==> src/inc/xbus_pkg.sv <==
package xbus_pkg;

    // ************************************************************
    // Timing
    // ************************************************************
    localparam int CLK_PERIOD_PS = 8000;
    localparam int BIT_TIME_PS = 100000;
    // Half a bit time in clock cycles, rounded down.
    localparam int HALF_BIT_CYCLES = (BIT_TIME_PS / 2) / CLK_PERIOD_PS;
    localparam int HALF_CNT_W = 4;
    localparam logic [HALF_CNT_W-1:0] HALF_BIT_LAST = HALF_CNT_W'(HALF_BIT_CYCLES - 1);
    localparam logic [HALF_CNT_W-1:0] HALF_BIT_FIRST = 4'h0;

    // ************************************************************
    // Fragment counter
    // ************************************************************
    localparam int FRAG_W = 7;
    localparam logic [FRAG_W-1:0] FRAG_BITS = 7'h60;
    localparam logic [FRAG_W-1:0] FRAG_START = 7'h00;

    // ************************************************************
    // Sizes
    // ************************************************************
    localparam int REP_COUNT = 3;
    localparam int FIFO_DEPTH = 8;
    localparam int FIFO_WIDTH = 1;

    typedef enum logic [2:0] {
        REP_IDLE = 3'b001,
        REP_SEND = 3'b010,
        REP_EXTEND = 3'b100
    } rep_state_type;

endpackage

==> src/inc/xbus_if.sv <==
`timescale 1ns/1ps
interface xbus_if
    import xbus_pkg::*;
#(
    parameter int N = REP_COUNT
)
(
    input wire logic clk_i
);
    logic [N-1:0] req_n;
    logic grant_n;
    logic collision_n;
    logic [N-1:0] rep_dat_out;
    logic [N-1:0] rep_dat_oe_n;
    logic [N-1:0] rep_jam_out;
    logic [N-1:0] rep_jam_oe_n;
    logic arb_dat_out;
    logic arb_dat_oe_n;
    logic arb_jam_out;
    logic arb_jam_oe_n;
    logic serial_bus_line;
    logic jam_line;
    logic bit_clock;
    logic sync_reset_n;

    // The shared lines read low when nobody drives them.
    assign serial_bus_line = (|(rep_dat_out & ~rep_dat_oe_n)) | (arb_dat_out & ~arb_dat_oe_n);
    assign jam_line = (|(rep_jam_out & ~rep_jam_oe_n)) | (arb_jam_out & ~arb_jam_oe_n);

    modport arbiter (
        input req_n, rep_dat_out, rep_dat_oe_n, rep_jam_out, rep_jam_oe_n,
        input serial_bus_line, jam_line,
        output grant_n, collision_n, arb_dat_out, arb_dat_oe_n, arb_jam_out, arb_jam_oe_n,
        output bit_clock, sync_reset_n
    );

    modport repeaters (
        output req_n, rep_dat_out, rep_dat_oe_n, rep_jam_out, rep_jam_oe_n,
        input serial_bus_line, jam_line,
        input grant_n, collision_n, arb_dat_out, arb_dat_oe_n, arb_jam_out, arb_jam_oe_n,
        input bit_clock, sync_reset_n
    );
endinterface

==> src/xbus_arbiter.sv <==
`timescale 1ns/1ps
// Function
// Repeater requests and waits for grant first.
// Grant only when exactly one request active.
// Non-requesting repeaters keep shared lines as inputs.
// MAC transmit request counts like repeater request.
// Multiple requests assert collision; repeaters jam.
// Multiple-request collision also asserts MAC collision.
// Granted requester repeats received data onto bus.
// Bus data is NRZ, already Manchester decoded.
// MAC collision follows bus collision plus repeater cases.
// Hold MAC collision 96 bits after events.
// Fragment counter restarts on every new event.
// Restart pulse; collision held until counter done.
// Early-ending event drops request, extends to 96.
// Generate synchronous reset for repeater devices.
// Bit clock derived in step with reset.
// MAC transmit and receive clocks from bit clock.
// Multiplex MAC transmit and receive onto bus.
// Drive receive enable; receive data on receive clock.
// Counter starts at terminal value after reset.
// Trigger clears counter; counts to terminal, holds.
// All state registered on system clock, divided clock.

// ************************************************************
// Transmit bit buffer
// ************************************************************
module xbus_fifo
    import xbus_pkg::*;
#(
    parameter int WIDTH = FIFO_WIDTH,
    parameter int DEPTH = FIFO_DEPTH
)
(
    input wire logic clk_i,
    input wire logic resetn_i,
    input wire logic [WIDTH-1:0] in_data_i,
    input wire logic in_valid_i,
    output logic in_ready_o,
    output logic [WIDTH-1:0] out_data_o,
    output logic out_valid_o,
    input wire logic out_ready_i
);
    localparam int AW = $clog2(DEPTH);
    localparam logic [AW:0] FULL = (AW + 1)'(DEPTH);
    localparam logic [AW:0] EMPTY = '0;

    if (DEPTH < 2 || (DEPTH & (DEPTH - 1)) != 0 || WIDTH < 1)
    begin : g_check
        $error("xbus_fifo needs a power-of-two depth of at least two");
    end

    logic [WIDTH-1:0] mem [DEPTH];
    logic [AW-1:0] wr_reg;
    logic [AW-1:0] rd_reg;
    logic [AW:0] fill_reg;
    logic [AW:0] fill_next;
    logic ready_reg;
    logic push;
    logic pop;

    assign push = in_valid_i & ready_reg;
    assign pop = out_ready_i & (fill_reg != EMPTY);
    assign in_ready_o = ready_reg;
    assign out_valid_o = fill_reg != EMPTY;
    assign out_data_o = mem[rd_reg];

    always_comb
    begin
        fill_next = fill_reg;
        if (push && !pop)
        begin
            fill_next = fill_reg + 1'b1;
        end
        else if (pop && !push)
        begin
            fill_next = fill_reg - 1'b1;
        end
    end

    always_ff @(posedge clk_i)
    begin
        if (push)
        begin
            mem[wr_reg] <= in_data_i;
        end
    end

    always_ff @(posedge clk_i or negedge resetn_i)
    begin
        if (!resetn_i)
        begin
            wr_reg <= '0;
            rd_reg <= '0;
            fill_reg <= EMPTY;
            ready_reg <= 1'b0;
        end
        else
        begin
            wr_reg <= push ? wr_reg + 1'b1 : wr_reg;
            rd_reg <= pop ? rd_reg + 1'b1 : rd_reg;
            fill_reg <= fill_next;
            ready_reg <= fill_next != FULL;
        end
    end
endmodule

// ************************************************************
// Arbiter, fragment counter and MAC interface
// ************************************************************
module xbus_arbiter
    import xbus_pkg::*;
#(
    parameter int N = REP_COUNT
)
(
    input wire logic clk_i,
    input wire logic resetn_i,
    xbus_if.arbiter bus,
    input wire logic mac_transmit_request_i,
    input wire logic mac_tx_serial_i,
    output logic mac_tx_ready_o,
    output logic mac_rx_serial_o,
    output logic mac_receive_enable_o,
    output logic mac_receive_clock_o,
    output logic mac_transmit_clock_o,
    output logic mac_collision_detect_o,
    output logic sync_reset_n_o
);
    if (N < 1)
    begin : g_check
        $error("xbus_arbiter needs at least one repeater");
    end

    logic rst_meta_reg;
    logic rst_sync_reg;
    logic [HALF_CNT_W-1:0] half_reg;
    logic tck_reg;
    logic bit_tick;
    logic [N:0] req_all;
    logic ack;
    logic col;
    logic grant_reg;
    logic collide_reg;
    logic ack_d_reg;
    logic col_d_reg;
    logic rts_d_reg;
    logic cdt_reg;
    logic cdt_next;
    logic xcol_reg;
    logic restart_fragment_timer;
    logic [FRAG_W-1:0] frag_reg;
    logic fragment_timer_done;
    logic mac_src;
    logic rcken_reg;
    logic rx_serial_reg;
    logic rx_en_reg;
    logic rx_clk_reg;
    logic tx_clk_reg;
    logic fifo_data;
    logic fifo_valid;

    // ************************************************************
    // Reset synchroniser and bit clock
    // ************************************************************
    always_ff @(posedge clk_i or negedge resetn_i)
    begin
        if (!resetn_i)
        begin
            rst_meta_reg <= 1'b0;
            rst_sync_reg <= 1'b0;
        end
        else
        begin
            rst_meta_reg <= 1'b1;
            rst_sync_reg <= rst_meta_reg;
        end
    end

    always_ff @(posedge clk_i or negedge resetn_i)
    begin
        if (!resetn_i)
        begin
            half_reg <= HALF_BIT_FIRST;
            tck_reg <= 1'b0;
        end
        else if (!rst_sync_reg)
        begin
            half_reg <= HALF_BIT_FIRST;
            tck_reg <= 1'b0;
        end
        else if (half_reg == HALF_BIT_LAST)
        begin
            half_reg <= HALF_BIT_FIRST;
            tck_reg <= ~tck_reg;
        end
        else
        begin
            half_reg <= half_reg + 1'b1;
        end
    end

    // One pulse per bit, on the rising edge of the bit clock.
    assign bit_tick = rst_sync_reg & (half_reg == HALF_BIT_LAST) & ~tck_reg;

    // ************************************************************
    // Arbitration
    // ************************************************************
    assign req_all = {mac_transmit_request_i, ~bus.req_n};
    assign ack = (req_all != '0) && ((req_all & (req_all - 1'b1)) == '0);
    assign col = (req_all != '0) && !ack;

    always_ff @(posedge clk_i or negedge resetn_i)
    begin
        if (!resetn_i)
        begin
            grant_reg <= 1'b0;
            collide_reg <= 1'b0;
        end
        else
        begin
            grant_reg <= ack & rst_sync_reg;
            collide_reg <= col & rst_sync_reg;
        end
    end

    assign cdt_next = collide_reg
        | (grant_reg & ack_d_reg & bus.jam_line)
        | (col_d_reg & grant_reg)
        | (~fragment_timer_done & cdt_reg);
    assign restart_fragment_timer = bit_tick & (
        (grant_reg & ~ack_d_reg & ~cdt_reg)
        | (grant_reg & ack_d_reg & bus.jam_line & ~bus.serial_bus_line & ~xcol_reg)
        | (collide_reg & ~xcol_reg));

    always_ff @(posedge clk_i or negedge resetn_i)
    begin
        if (!resetn_i)
        begin
            ack_d_reg <= 1'b0;
            col_d_reg <= 1'b0;
            rts_d_reg <= 1'b0;
            cdt_reg <= 1'b0;
            xcol_reg <= 1'b0;
        end
        else if (bit_tick)
        begin
            ack_d_reg <= grant_reg;
            col_d_reg <= collide_reg;
            rts_d_reg <= mac_transmit_request_i;
            cdt_reg <= cdt_next;
            xcol_reg <= (grant_reg & ack_d_reg & bus.jam_line & ~bus.serial_bus_line)
                | collide_reg | (col_d_reg & grant_reg);
        end
    end

    // ************************************************************
    // Fragment counter
    // ************************************************************
    assign fragment_timer_done = frag_reg == FRAG_BITS;

    always_ff @(posedge clk_i or negedge resetn_i)
    begin
        if (!resetn_i)
        begin
            frag_reg <= FRAG_BITS;
        end
        else if (!rst_sync_reg)
        begin
            frag_reg <= FRAG_BITS;
        end
        else if (restart_fragment_timer)
        begin
            frag_reg <= FRAG_START;
        end
        else if (bit_tick && !fragment_timer_done)
        begin
            frag_reg <= frag_reg + 1'b1;
        end
    end

    // ************************************************************
    // MAC interface
    // ************************************************************
    assign mac_src = grant_reg & ack_d_reg & rts_d_reg;

    xbus_fifo #(
        .WIDTH(FIFO_WIDTH),
        .DEPTH(FIFO_DEPTH)
    ) tx_fifo (
        .clk_i(clk_i),
        .resetn_i(resetn_i),
        .in_data_i(mac_tx_serial_i),
        .in_valid_i(bit_tick & mac_transmit_request_i),
        .in_ready_o(mac_tx_ready_o),
        .out_data_o(fifo_data),
        .out_valid_o(fifo_valid),
        .out_ready_i(bit_tick & mac_src)
    );

    always_ff @(posedge clk_i or negedge resetn_i)
    begin
        if (!resetn_i)
        begin
            bus.arb_dat_oe_n <= 1'b1;
            bus.arb_jam_oe_n <= 1'b1;
            bus.arb_dat_out <= 1'b0;
            bus.arb_jam_out <= 1'b0;
        end
        else
        begin
            bus.arb_dat_oe_n <= ~mac_src;
            bus.arb_jam_oe_n <= ~mac_src;
            bus.arb_dat_out <= cdt_reg | (fifo_valid & fifo_data);
            bus.arb_jam_out <= cdt_reg;
        end
    end

    always_ff @(posedge clk_i or negedge resetn_i)
    begin
        if (!resetn_i)
        begin
            rcken_reg <= 1'b0;
            rx_serial_reg <= 1'b0;
        end
        else if (bit_tick)
        begin
            rcken_reg <= (grant_reg & ack_d_reg & ~mac_transmit_request_i & ~rts_d_reg
                & ~bus.jam_line) | (grant_reg & mac_transmit_request_i & ~cdt_reg);
            rx_serial_reg <= (~mac_transmit_request_i & bus.serial_bus_line & grant_reg
                & ack_d_reg) | (mac_tx_serial_i & mac_transmit_request_i);
        end
    end

    always_ff @(posedge clk_i or negedge resetn_i)
    begin
        if (!resetn_i)
        begin
            rx_en_reg <= 1'b0;
            rx_clk_reg <= 1'b0;
            tx_clk_reg <= 1'b0;
        end
        else
        begin
            rx_en_reg <= (grant_reg & ack_d_reg & ~bus.jam_line & ~cdt_reg) | rcken_reg;
            rx_clk_reg <= rcken_reg & ~tck_reg;
            tx_clk_reg <= tck_reg;
        end
    end

    assign bus.grant_n = ~grant_reg;
    assign bus.collision_n = ~collide_reg;
    assign bus.bit_clock = tck_reg;
    assign bus.sync_reset_n = rst_sync_reg;
    assign mac_rx_serial_o = rx_serial_reg;
    assign mac_receive_enable_o = rx_en_reg;
    assign mac_receive_clock_o = rx_clk_reg;
    assign mac_transmit_clock_o = tx_clk_reg;
    assign mac_collision_detect_o = cdt_reg;
    assign sync_reset_n_o = rst_sync_reg;
endmodule

==> src/flat_wrapper.sv <==
// flat-port wrapper written by rule: the top's interface ports become plain ports
module xbus_arbiter_flat import xbus_pkg::*;
#(
    parameter int N = REP_COUNT
)
  (clk_i, resetn_i, mac_transmit_request_i, mac_tx_serial_i, mac_tx_ready_o, mac_rx_serial_o, mac_receive_enable_o, mac_receive_clock_o, mac_transmit_clock_o, mac_collision_detect_o, sync_reset_n_o, bus_req_n, bus_rep_dat_out, bus_rep_dat_oe_n, bus_rep_jam_out, bus_rep_jam_oe_n, bus_grant_n, bus_collision_n, bus_arb_dat_out, bus_arb_dat_oe_n, bus_arb_jam_out, bus_arb_jam_oe_n, bus_bit_clock, bus_sync_reset_n);
  xbus_if #(.N(N)) bus_i (.clk_i(clk_i));
  input wire logic clk_i;
  input wire logic resetn_i;
  input wire logic mac_transmit_request_i;
  input wire logic mac_tx_serial_i;
  output logic mac_tx_ready_o;
  output logic mac_rx_serial_o;
  output logic mac_receive_enable_o;
  output logic mac_receive_clock_o;
  output logic mac_transmit_clock_o;
  output logic mac_collision_detect_o;
  output logic sync_reset_n_o;
  input wire logic [$bits(bus_i.req_n)-1:0] bus_req_n;
  input wire logic [$bits(bus_i.rep_dat_out)-1:0] bus_rep_dat_out;
  input wire logic [$bits(bus_i.rep_dat_oe_n)-1:0] bus_rep_dat_oe_n;
  input wire logic [$bits(bus_i.rep_jam_out)-1:0] bus_rep_jam_out;
  input wire logic [$bits(bus_i.rep_jam_oe_n)-1:0] bus_rep_jam_oe_n;
  output wire logic [$bits(bus_i.grant_n)-1:0] bus_grant_n;
  output wire logic [$bits(bus_i.collision_n)-1:0] bus_collision_n;
  output wire logic [$bits(bus_i.arb_dat_out)-1:0] bus_arb_dat_out;
  output wire logic [$bits(bus_i.arb_dat_oe_n)-1:0] bus_arb_dat_oe_n;
  output wire logic [$bits(bus_i.arb_jam_out)-1:0] bus_arb_jam_out;
  output wire logic [$bits(bus_i.arb_jam_oe_n)-1:0] bus_arb_jam_oe_n;
  output wire logic [$bits(bus_i.bit_clock)-1:0] bus_bit_clock;
  output wire logic [$bits(bus_i.sync_reset_n)-1:0] bus_sync_reset_n;
  assign bus_i.req_n = bus_req_n;
  assign bus_i.rep_dat_out = bus_rep_dat_out;
  assign bus_i.rep_dat_oe_n = bus_rep_dat_oe_n;
  assign bus_i.rep_jam_out = bus_rep_jam_out;
  assign bus_i.rep_jam_oe_n = bus_rep_jam_oe_n;
  assign bus_grant_n = bus_i.grant_n;
  assign bus_collision_n = bus_i.collision_n;
  assign bus_arb_dat_out = bus_i.arb_dat_out;
  assign bus_arb_dat_oe_n = bus_i.arb_dat_oe_n;
  assign bus_arb_jam_out = bus_i.arb_jam_out;
  assign bus_arb_jam_oe_n = bus_i.arb_jam_oe_n;
  assign bus_bit_clock = bus_i.bit_clock;
  assign bus_sync_reset_n = bus_i.sync_reset_n;
  xbus_arbiter #(.N(N)) u_core (.clk_i(clk_i), .resetn_i(resetn_i), .bus(bus_i), .mac_transmit_request_i(mac_transmit_request_i), .mac_tx_serial_i(mac_tx_serial_i), .mac_tx_ready_o(mac_tx_ready_o), .mac_rx_serial_o(mac_rx_serial_o), .mac_receive_enable_o(mac_receive_enable_o), .mac_receive_clock_o(mac_receive_clock_o), .mac_transmit_clock_o(mac_transmit_clock_o), .mac_collision_detect_o(mac_collision_detect_o), .sync_reset_n_o(sync_reset_n_o));
endmodule
==> config.mk <==
export PLATFORM = sky130hd
export DESIGN_NAME = xbus_arbiter_flat
export DESIGN_NICKNAME = d
export VERILOG_FILES = /design/src/inc/xbus_pkg.sv /design/src/inc/xbus_if.sv /design/src/xbus_arbiter.sv /design/src/flat_wrapper.sv
export SDC_FILE = /design/constraint.sdc
export NUM_CORES = 1
export LEC_CHECK = 0
export BUFFER_PORTS_ARGS = -buffer_cell sky130_fd_sc_hd__buf_2
export CORE_MARGIN = 8
export CORE_UTILIZATION = 40
export CTS_BUF_LIST = sky130_fd_sc_hd__clkbuf_16
export DETAILED_ROUTE_END_ITERATION = 10
export GPL_TIMING_DRIVEN = 1
export RECOVER_POWER = 50
export SLEW_MARGIN = 20
export SYNTH_ARGS = -nofsm -noshare
export SYNTH_HDL_FRONTEND = slang
export SYNTH_SLANG_ARGS = --single-unit
==> constraint.sdc <==
create_clock -name clk_i -period 4.6 [get_ports clk_i]
set_input_delay 0.46 -clock clk_i [delete_from_list [all_inputs] [get_ports clk_i]]
set_output_delay 0.46 -clock clk_i [all_outputs]
set_load 0.005 [all_outputs]
# Yosys cells after proc, flatten, opt, wreduce, memory -nomap -nowiden
# Memories as Yosys holds them, arrays and structs flattened.
# Cells that the tools add are included.
[totals] n_memories=1 inputBits=19 mem_bits_rw=8 register_bits=40 output_inout_bits=15 word_cells=128
[mem_list] memory="u_core.tx_fifo.mem" words=8 width=1 read_ports=1 rd_clocked_by_memory_dff=0 wr=1 line="xbus_arbiter.sv:53" text="logic [WIDTH-1:0] mem [DEPTH];"
[op_classes] n_reduce_logical=14 n_mux=11 n_eq_ne=5 addsub=7 n_bitwise=66
[op_table] op="1-bit bitwise AND" n=34
[op_table] op="7-bit two-way mux" n=3
[op_table] op="4-bit two-way mux" n=4
[op_table] op="1-bit inverter" n=13
[op_table] op="1-bit OR" n=13
[op_table] op="3-bit inverter" n=3
[op_table] op="4-bit by 1-bit adder with 4-bit output (second input constant)" n=2
[op_table] op="4-bit nonzero test" n=2
[op_table] op="4-bit by 1-bit subtractor with 4-bit output (second input constant)" n=2
[op_table] op="7-bit by 1-bit adder with 7-bit output (second input constant)" n=1
[op_table] op="7-bit == test (second input constant)" n=1
[op_table] op="3-bit by 1-bit adder with 3-bit output (second input constant)" n=2
[op_table] op="3-bit bitwise AND" n=2
[op_table] op="3-bit OR reduction" n=2
[op_table] op="1-bit logical AND" n=5
[op_table] op="4-bit bitwise AND" n=1
[op_table] op="4-bit by 3-bit == test with 1-bit output (second input constant)" n=1
[op_table] op="1-bit zero test" n=4
[op_table] op="4-bit zero test" n=1
[op_table] op="1-bit two-way mux" n=4
[op_table] op="4-bit inequality test (second input constant)" n=1
[op_table] op="3-bit inequality test (second input constant)" n=1
[op_table] op="2-bit inequality test (second input constant)" n=1

# Longest topological paths before layout
# Gate-level depths: netlist of run 1.
[depth] word_depth=12 mapped_depth=9 depth_no_buf=7

# By module
# A second synthesis of run 1 with hierarchy kept.
[unflattened] cells_unflattened=229 area_unflattened_um2=2473.6
[modules_own_cells] module="xbus_arbiter" seq_area_each_um2=729.4 n_inst=1 area_each_um2=1365.1 cells_per_inst=134
[modules_own_cells] module="xbus_fifo" seq_area_each_um2=515.5 n_inst=1 area_each_um2=1033.5 cells_per_inst=85
[modules_own_cells] module="xbus_arbiter_flat" seq_area_each_um2=0.0 n_inst=1 area_each_um2=75.1 cells_per_inst=10

# Worst setup path before layout of run 1
# No wires, ideal clock.
[synth_path] kind="register to register" startpoint="register u_core.tx_fifo.fill_reg[0]" endpoint="register u_core.tx_fifo.ready_reg (netlist: u_core.tx_fifo.in_ready_o)" setup_ns=0.129 setup_slack_ns=2.877 arrival_ns=1.594 period_less_slack_ns=1.723 path_buffers=0 t_required_ns=4.471 path_stages_with_launch=8 cell_sequence="dfrtp_1 > inv_1 > ha_1 > or3b_1 > a21oi_2 > mux2_2 > a32o_1 > nand3b_1"
[synth_between] elab_chain_cells=6 word_cells_on_any_way=10 cone_classes="2 x add/sub; 1 x eq/ne; 2 x mux; 1 x bitwise; 4 x reduce/logical"
[synth_lines] item="from (decl)" line="xbus_arbiter.sv:56" text="logic [AW:0] fill_reg;"
[synth_lines] item="from (signal assigned)" line="xbus_arbiter.sv:102" text="fill_reg <= fill_next;"
[synth_lines] item="parallel branches: the longest is 4 deep, another holds 4-bit by 1-bit subtractor with 4-bit output"
[synth_lines] item="4-bit two-way mux (*)" line="xbus_arbiter.sv:71" text="if (push && !pop)"
[synth_lines] item="4-bit inequality test (*)" line="xbus_arbiter.sv:103" text="ready_reg <= fill_next != FULL;"
[synth_lines] item="to (signal assigned)" line="xbus_arbiter.sv:96" text="ready_reg <= 1'b0;"
[synth_lines] item="to (signal assigned)" line="xbus_arbiter.sv:103"
[synth_lines] item="to (decl)" line="xbus_arbiter.sv:58" text="logic ready_reg;"
# Every way passes the cells marked *.
# A chain may end at the register's enable or synchronous reset.

# Worst setup path after layout of run 1
[layout_path] startpoint="register u_core.half_reg[1]" endpoint="memory u_core.tx_fifo.mem[2] in the netlist's numbering, enable pin"
[layout_between] elab_chain_cells=7
[layout_lines] item="from (decl)" line="xbus_arbiter.sv:137" text="logic [HALF_CNT_W-1:0] half_reg;"
[layout_lines] item="from (signal assigned)" line="xbus_arbiter.sv:199" text="half_reg <= half_reg + 1'b1;"
[layout_lines] item="4-bit by 3-bit == test with 1-bit output" line="xbus_arbiter.sv:204" text="assign bit_tick = rst_sync_reg & (half_reg == HALF_BIT_LAST) & ~tck_reg;"
[layout_lines] item="1-bit bitwise AND (2 in a row)" line="xbus_arbiter.sv:204"
[layout_lines] item="1-bit bitwise AND" line="xbus_arbiter.sv:294" text=".in_valid_i(bit_tick & mac_transmit_request_i),"
[layout_lines] item="1-bit bitwise AND" line="xbus_arbiter.sv:62" text="assign push = in_valid_i & ready_reg;"
[layout_lines] item="1-bit two-way mux" line="xbus_arbiter.sv:83" text="if (push)"
[layout_lines] item="1-bit two-way mux (implied by the code)" line="xbus_arbiter.sv:85" text="mem[wr_reg] <= in_data_i;"
[layout_lines] item="to (decl)" line="xbus_arbiter.sv:53"
# No other way between the ends.

==> impl_metrics.ini, run 1 <==
[critical_path]
critPathMaxFanout = 18
crit_chain = inv_1 -> ha_1 -> and3b_1 -> and2_1 -> nand2_1 -> nor3_1
worstSetupPathType = reg -> reg
cp-startpoint = u_core.half_reg[1]$_DFF_PN0_
critPathTopFamily = simple AND/OR/NAND/NOR gates
crit_path_end_kind = register
crit_arrival_ns = 2.20
worst-path-buf-inv = 1
required_ns = 4.57
cpPeakStageDelay_ns = 0.52
startpoint_type = register
worst_path_max_delay_cell = and2_1
r2r-start = u_core.half_reg[1]$_DFF_PN0_

[timing]
setup_viol = 0
holdWs_ns = 0.360
fin_crit_sh_pct = 48.5
slew_violations = 41
hold_violations = 0
skew_ns = 0.00512
tightest_slew_ns = 2.13
relSlewSlack_pct = -41.7
setup_tns_ns = 0
max_freq_mhz = 449
finalCriticalPeriod_ns = 2.23
rsz0062_at_grt = false

[floorplanning]
start_util_pct = 41.3
die_area_um2 = 8870
die_height_um = 94.2
rows = 28
dieWidth_um = 94.2
ios = 34
core_um2 = 5920

[clocking]
path_clk_slew_ns = 0.06
postCtsSetupRepairBufs = 0
cts_root_buffer = clkbuf_16
numCtsBuffers = 5
clk_path_buf_depth = 2
clkLatencyLatePin_ns = 0.28
cts_resized = 0
ctsHoldBuffers = 0
cts_num_sinks = 48
htree_num_levels = 2
tritoncts = done

[placed_design]
io_buffers = 33
hpwl_um = 3370
place_congestion = 0.790

[routing]
drtAntennaViolNets = 0
drcViolationCount = 0
totalWireLength_um = 4590
wl_per_cell_um = 13.5
avgViaCountPerCell = 5.11
num_vias = 1731
drtIter0Drc = 126
drtPass1Iterations = 4

[power]
ir_drop_mv = 0.246
leakage_nw = 1.22
p_per_area_nw_per_um2 = 360

[synth]
yosys.area.top_type = dfrtp_1
ys_seq_area_share_pct = 50.9
postSynthCellCount = 232
yosysUniqueCellTypes = 51
yosys_warnings = 0
synth_top_area_share_pct = 37.9
synth_edf_count = 8
ys_async_sr_fraction_pct = 83.3
synthFlopType = dfrtp_1
syn_area_um2 = 2440
syn_nets = 259
ys_ff_latch = 48
synth_area_per_cell_um2 = 10.5
yosys-top-cells-area = dfrtp_1 38%, edfxtp_1 9.8%, ha_1 4.1%, nand2_1 3.4%, dfstp_2 3.2%

[run_status]
violations = capacitance limit, slew limit
status = complete, but fails checks

[finish]
fillers = 568
final_util_pct = 47.5
most-common-layout-cells = 37 x dfrtp_1, 30 x buf_2, 22 x nand2_1, 17 x nor2_1, 14 x inv_1
layout_commonest_cell = dfrtp_1
largest_register_ffs = 8
regArea_um2 = 1240
area_delta_synth_final_pct = 15.1
multi_input_area_um2 = 1090
drive_above_1_share_pct = 19.7
fin_nets = 290
n_antenna_cell = 0

[global_routing]
track_usage_pct = 11.3
gr-total-overflow = 0
grt_max_degree = 41
grt_pass1_wl_um = 8070
grt_pass1_vias = 1754
antenna_found_initial = 0

[worst_hold_path]
hold_path_class = reg -> reg
hp-start = u_core.rst_meta_reg$_DFF_PN0_

[flow_run]
maxCapViolCount = 1
-- through the flow --
| step | cell area (µm²) | power [W] | cells | worst slack [ns] |
|---|---|---|---|---|
| 2_1_floorplan | 2440 | 0.000570 | 232 | 2.88 |
| 3_3_place_gp | 2660 | 0.000623 | 331 | 2.43 |
| 3_5_place_dp | 2660 | 0.000625 | 331 | 2.38 |
| 4_1_cts | 2820 | 0.00103 | 339 | 2.38 |
| 5_1_grt | 2810 | 0.00106 | 339 | 2.04 |
| 6_report | 2810 | 0.00101 | 339 | 2.37 |
-- area by class of cell --
| type | count | share of cell area (%) |
|---|---|---|
| multi-input combinational | 161 | 38.9 |
| sequential | 48 | 44.3 |
| inverter | 14 | 1.96 |
| tap | 75 | 3.34 |
| timing repair buffer | 33 | 5.74 |
| clock inverter | 3 | 1.38 |
| clock buffer | 5 | 4.45 |
-- kinds of logic (layout without fill, tap and decap cells) --
| logic type | Yosys count | count (layout) | share of synthesized area, % |
|---|---|---|---|
| buf+inv | 23 | 55 | 4.10 |
| mux | 6 | 6 | 3.58 |
| xor+xnor | 14 | 14 | 5.02 |
| other cells | 1 | 1 | 0.153 |
| simple gates | 93 | 93 | 20.6 |
| fa+ha+maj | 8 | 8 | 4.10 |
| compound gates | 39 | 39 | 11.5 |
| flops | 48 | 48 | 50.9 |
-- power by group --
group	switching, W	internal, W	total, W
registers	0.0000304	0.000467	0.000498
clock network	0.000146	0.000253	0.000400
logic	0.0000632	0.0000523	0.000115
-- synthesized netlist by cell type (3+ instances only) --
cell	instances
xnor2_1	5
buf_2	3
xor2_1	9
nand3b_1	3
nand2_1	22
nor3_1	10
nor2b_1	6
o21ai_0	11
clkbuf_1	4
nor2_1	17
and2_1	4
a21oi_1	9
edfxtp_1	8
ha_1	8
inv_1	13
a31oi_1	4
dfrtp_1	37
nand2b_1	7
nand3_1	3
nand4_1	8
dfstp_2	3
-- layer usage --
| layer | part of all wire, % | global-route usage [%] | vias to the layer above |
|---|---|---|---|
| met5 | 0 | 0 | - |
| met4 | 1.0 | 3.96 | 0 |
| met3 | 6.9 | 3.52 | 4 |
| met2 | 44 | 17.8 | 40 |
| met1 | 48 | 14.2 | 806 |
| li1 | - | - | 881 |
-- worst paths after layout --
| kind | endpoint | slack, ns | depth (start not counted) |
|---|---|---|---|
| setup reg to reg | u_core.tx_fifo.mem[2]$_DFFE_PP_ | 2.37 | 6 |
| min in group asynchronous | u_core.tx_fifo.in_ready_o$_DFF_PN0_ | 0.79 | 1 |
| hold / removal | u_core.bus.sync_reset_n$_DFF_PN0_ | 0.36 | 0 |
| max in group asynchronous | u_core.mac_receive_enable_o$_DFF_PN0_ | 2.59 | 1 |
| setup / recovery | u_core.tx_fifo.mem[2]$_DFFE_PP_ | 2.37 | 6 |
| hold reg to reg | u_core.bus.sync_reset_n$_DFF_PN0_ | 0.36 | 0 |
Power figures use the tool's default switching activity.
==> run 2: changes to the inputs <==
Clock period 4.6 ns to 1.9 ns, I/O delays scaled along.
==> run 2 against run 1 <==
Net effect: the run now ends clean; power grew 140%; via count up 4.3%; worst hold slack got worse by 0.25 ns; largest cell class unchanged; fmax increased by 24%; sequential power is 140% higher; cell area rose by 4.8%; die area is the same; global-route usage down 0.13 points.
==> impl_metrics.ini, run 2 (same netlist as run 1, synthesis figures left out) <==
[critical_path]
r2r_cells = 7
startpoint_type = register
r2r-start = u_core.tx_fifo.fill_reg[1]$_DFF_PN0_
cp-startpoint = u_core.tx_fifo.fill_reg[1]$_DFF_PN0_
regToRegSetupSlack_ns = 0.10
reg2reg_to = u_core.tx_fifo.in_ready_o$_DFF_PN0_
crit_path_end_kind = register
crit_arrival_ns = 1.96
required_ns = 2.07
worstSetupPathType = reg -> reg
critPathMaxFanout = 4
crit_end = u_core.tx_fifo.in_ready_o$_DFF_PN0_

[timing]
skew_ns = 0.00506
setup_viol = 0
fin_ws_ns = 0.102
fin_crit_sh_pct = 94.6
relSlewSlack_pct = 34.1
max_freq_mhz = 556
slew_violations = 0
finalCriticalPeriod_ns = 1.80
tightest_slew_ns = 0.988
setup_tns_ns = 0
rsz0062_at_grt = false
hold_violations = 0

[placed_design]
place_congestion = 0.822
io_buffers = 33
hpwl_um = 3580
dp_slack_ns = 0.0757

[finish]
final_util_pct = 49.8
largest_register_ffs = 8
fin_nets = 310
n_antenna_cell = 0
fillers = 542
area_delta_synth_final_pct = 20.6
layout_commonest_cell = dfrtp_1
most-common-layout-cells = 37 x dfrtp_1, 29 x buf_2, 21 x nand2_1, 17 x nor2_1, 17 x buf_4
drive_above_1_share_pct = 25.4

[routing]
drtAntennaViolNets = 0
num_vias = 1805
totalWireLength_um = 4750
wl_per_cell_um = 13.2
drcViolationCount = 0
avgViaCountPerCell = 5.03
drtIter0Drc = 69
drtPass1Iterations = 4

[global_routing]
grt_max_degree = 41
track_usage_pct = 11.2
grt_pass1_vias = 1738
antenna_found_initial = 0
gr-total-overflow = 0
grt_pass1_wl_um = 7980

[floorplanning]
die_height_um = 94.2
die_area_um2 = 8870
rows = 28
ios = 34
core_um2 = 5920
dieWidth_um = 94.2
start_util_pct = 41.3

[clocking]
path_clk_slew_ns = 0.07
cts_num_sinks = 48
tritoncts = done
numCtsBuffers = 5
cts_root_buffer = clkbuf_16
clkLatencyLatePin_ns = 0.28
clk_path_buf_depth = 2
htree_num_levels = 2

[flow_run]
maxCapViolCount = 0

[run_status]
status = finished, final reports clean

[worst_hold_path]
holdPathStages = 2
hold_path_class = in -> reg

[power]
ir_drop_mv = 0.468
leakage_nw = 1.29
p_per_area_nw_per_um2 = 808
-- run 2: area by class of cell --
type	instances	area (µm²)	area share, %
Tap cell	75	93.8	3.18
Clock inverter	3	23.8	0.807
Timing Repair Buffer	53	307	10.4
Sequential cell	48	1240	42.3
Inverter	14	55.1	1.87
Multi-Input combinational cell	161	1100	37.2
Clock buffer	5	125	4.25
-- run 2: worst min-delay path by stage --
stage | to | slack, ns | from
floorplan | u_core.ack_d_reg$_DFFE_PN0P_ | -0.11 | resetn_i
global placement | u_core.tx_fifo.in_ready_o$_DFF_PN0_ | 0.28 | resetn_i
detailed placement | u_core.tx_fifo.in_ready_o$_DFF_PN0_ | 0.28 | resetn_i
CTS | u_core.collide_reg$_DFF_PN0_ | 0.10 | bus_req_n[2]
global route | u_core.collide_reg$_DFF_PN0_ | 0.12 | bus_req_n[2]
finish | u_core.collide_reg$_DFF_PN0_ | 0.11 | bus_req_n[2]
-- run 2: what timing repair did --
action,CTS,global route
hold endpoints to repair,37,0
endpoints found under the setup margin,0,6
buffers inserted,0,2
hold buffers,1,0
gates resized for setup,0,2
-- run 2: worst max-delay path, cell delays in order, from the launching register on --
cell	delay [ns]
dfrtp_1	0.41
inv_1	0.07
ha_1	0.16
or3b_1	0.40
a21oi_2	0.23
mux2_2	0.18
a32o_1	0.16
nand3b_1	0.08
-- run 2: where the power goes --
part	leakage (nW)	switching [W]	total [W]	internal [W]
Clock	0.0660	0.000381	0.000871	0.000489
Combinational	0.655	0.000170	0.000317	0.000147
Sequential	0.567	0.0000625	0.00119	0.00113
Total	1.29	0.000614	0.00238	0.00177
-- run 2: metrics by stage --
step | total power (W) | hold WS, ns | instance area, µm² | instances
3_5_place_dp | 0.00154 | 0.282 | 2790 | 348
3_3_place_gp | 0.00153 | 0.283 | 2790 | 348
2_1_floorplan | 0.00138 | -0.106 | 2440 | 232
5_1_grt | 0.00250 | 0.119 | 2950 | 359
6_report | 0.00238 | 0.110 | 2950 | 359
4_1_cts | 0.00241 | 0.102 | 2940 | 357
-- run 2: layer usage --
layer  vias to the layer above  global-route usage (%)  wire length, µm  share of wire [%]
li1                        921                       -                -                  -
met1                       840                    14.1             2230                 47
met2                        37                    17.3             2120                 45
met3                         7                    3.28              316                6.7
met4                         0                    4.62               79                1.7
met5                         -                       0                0                  0
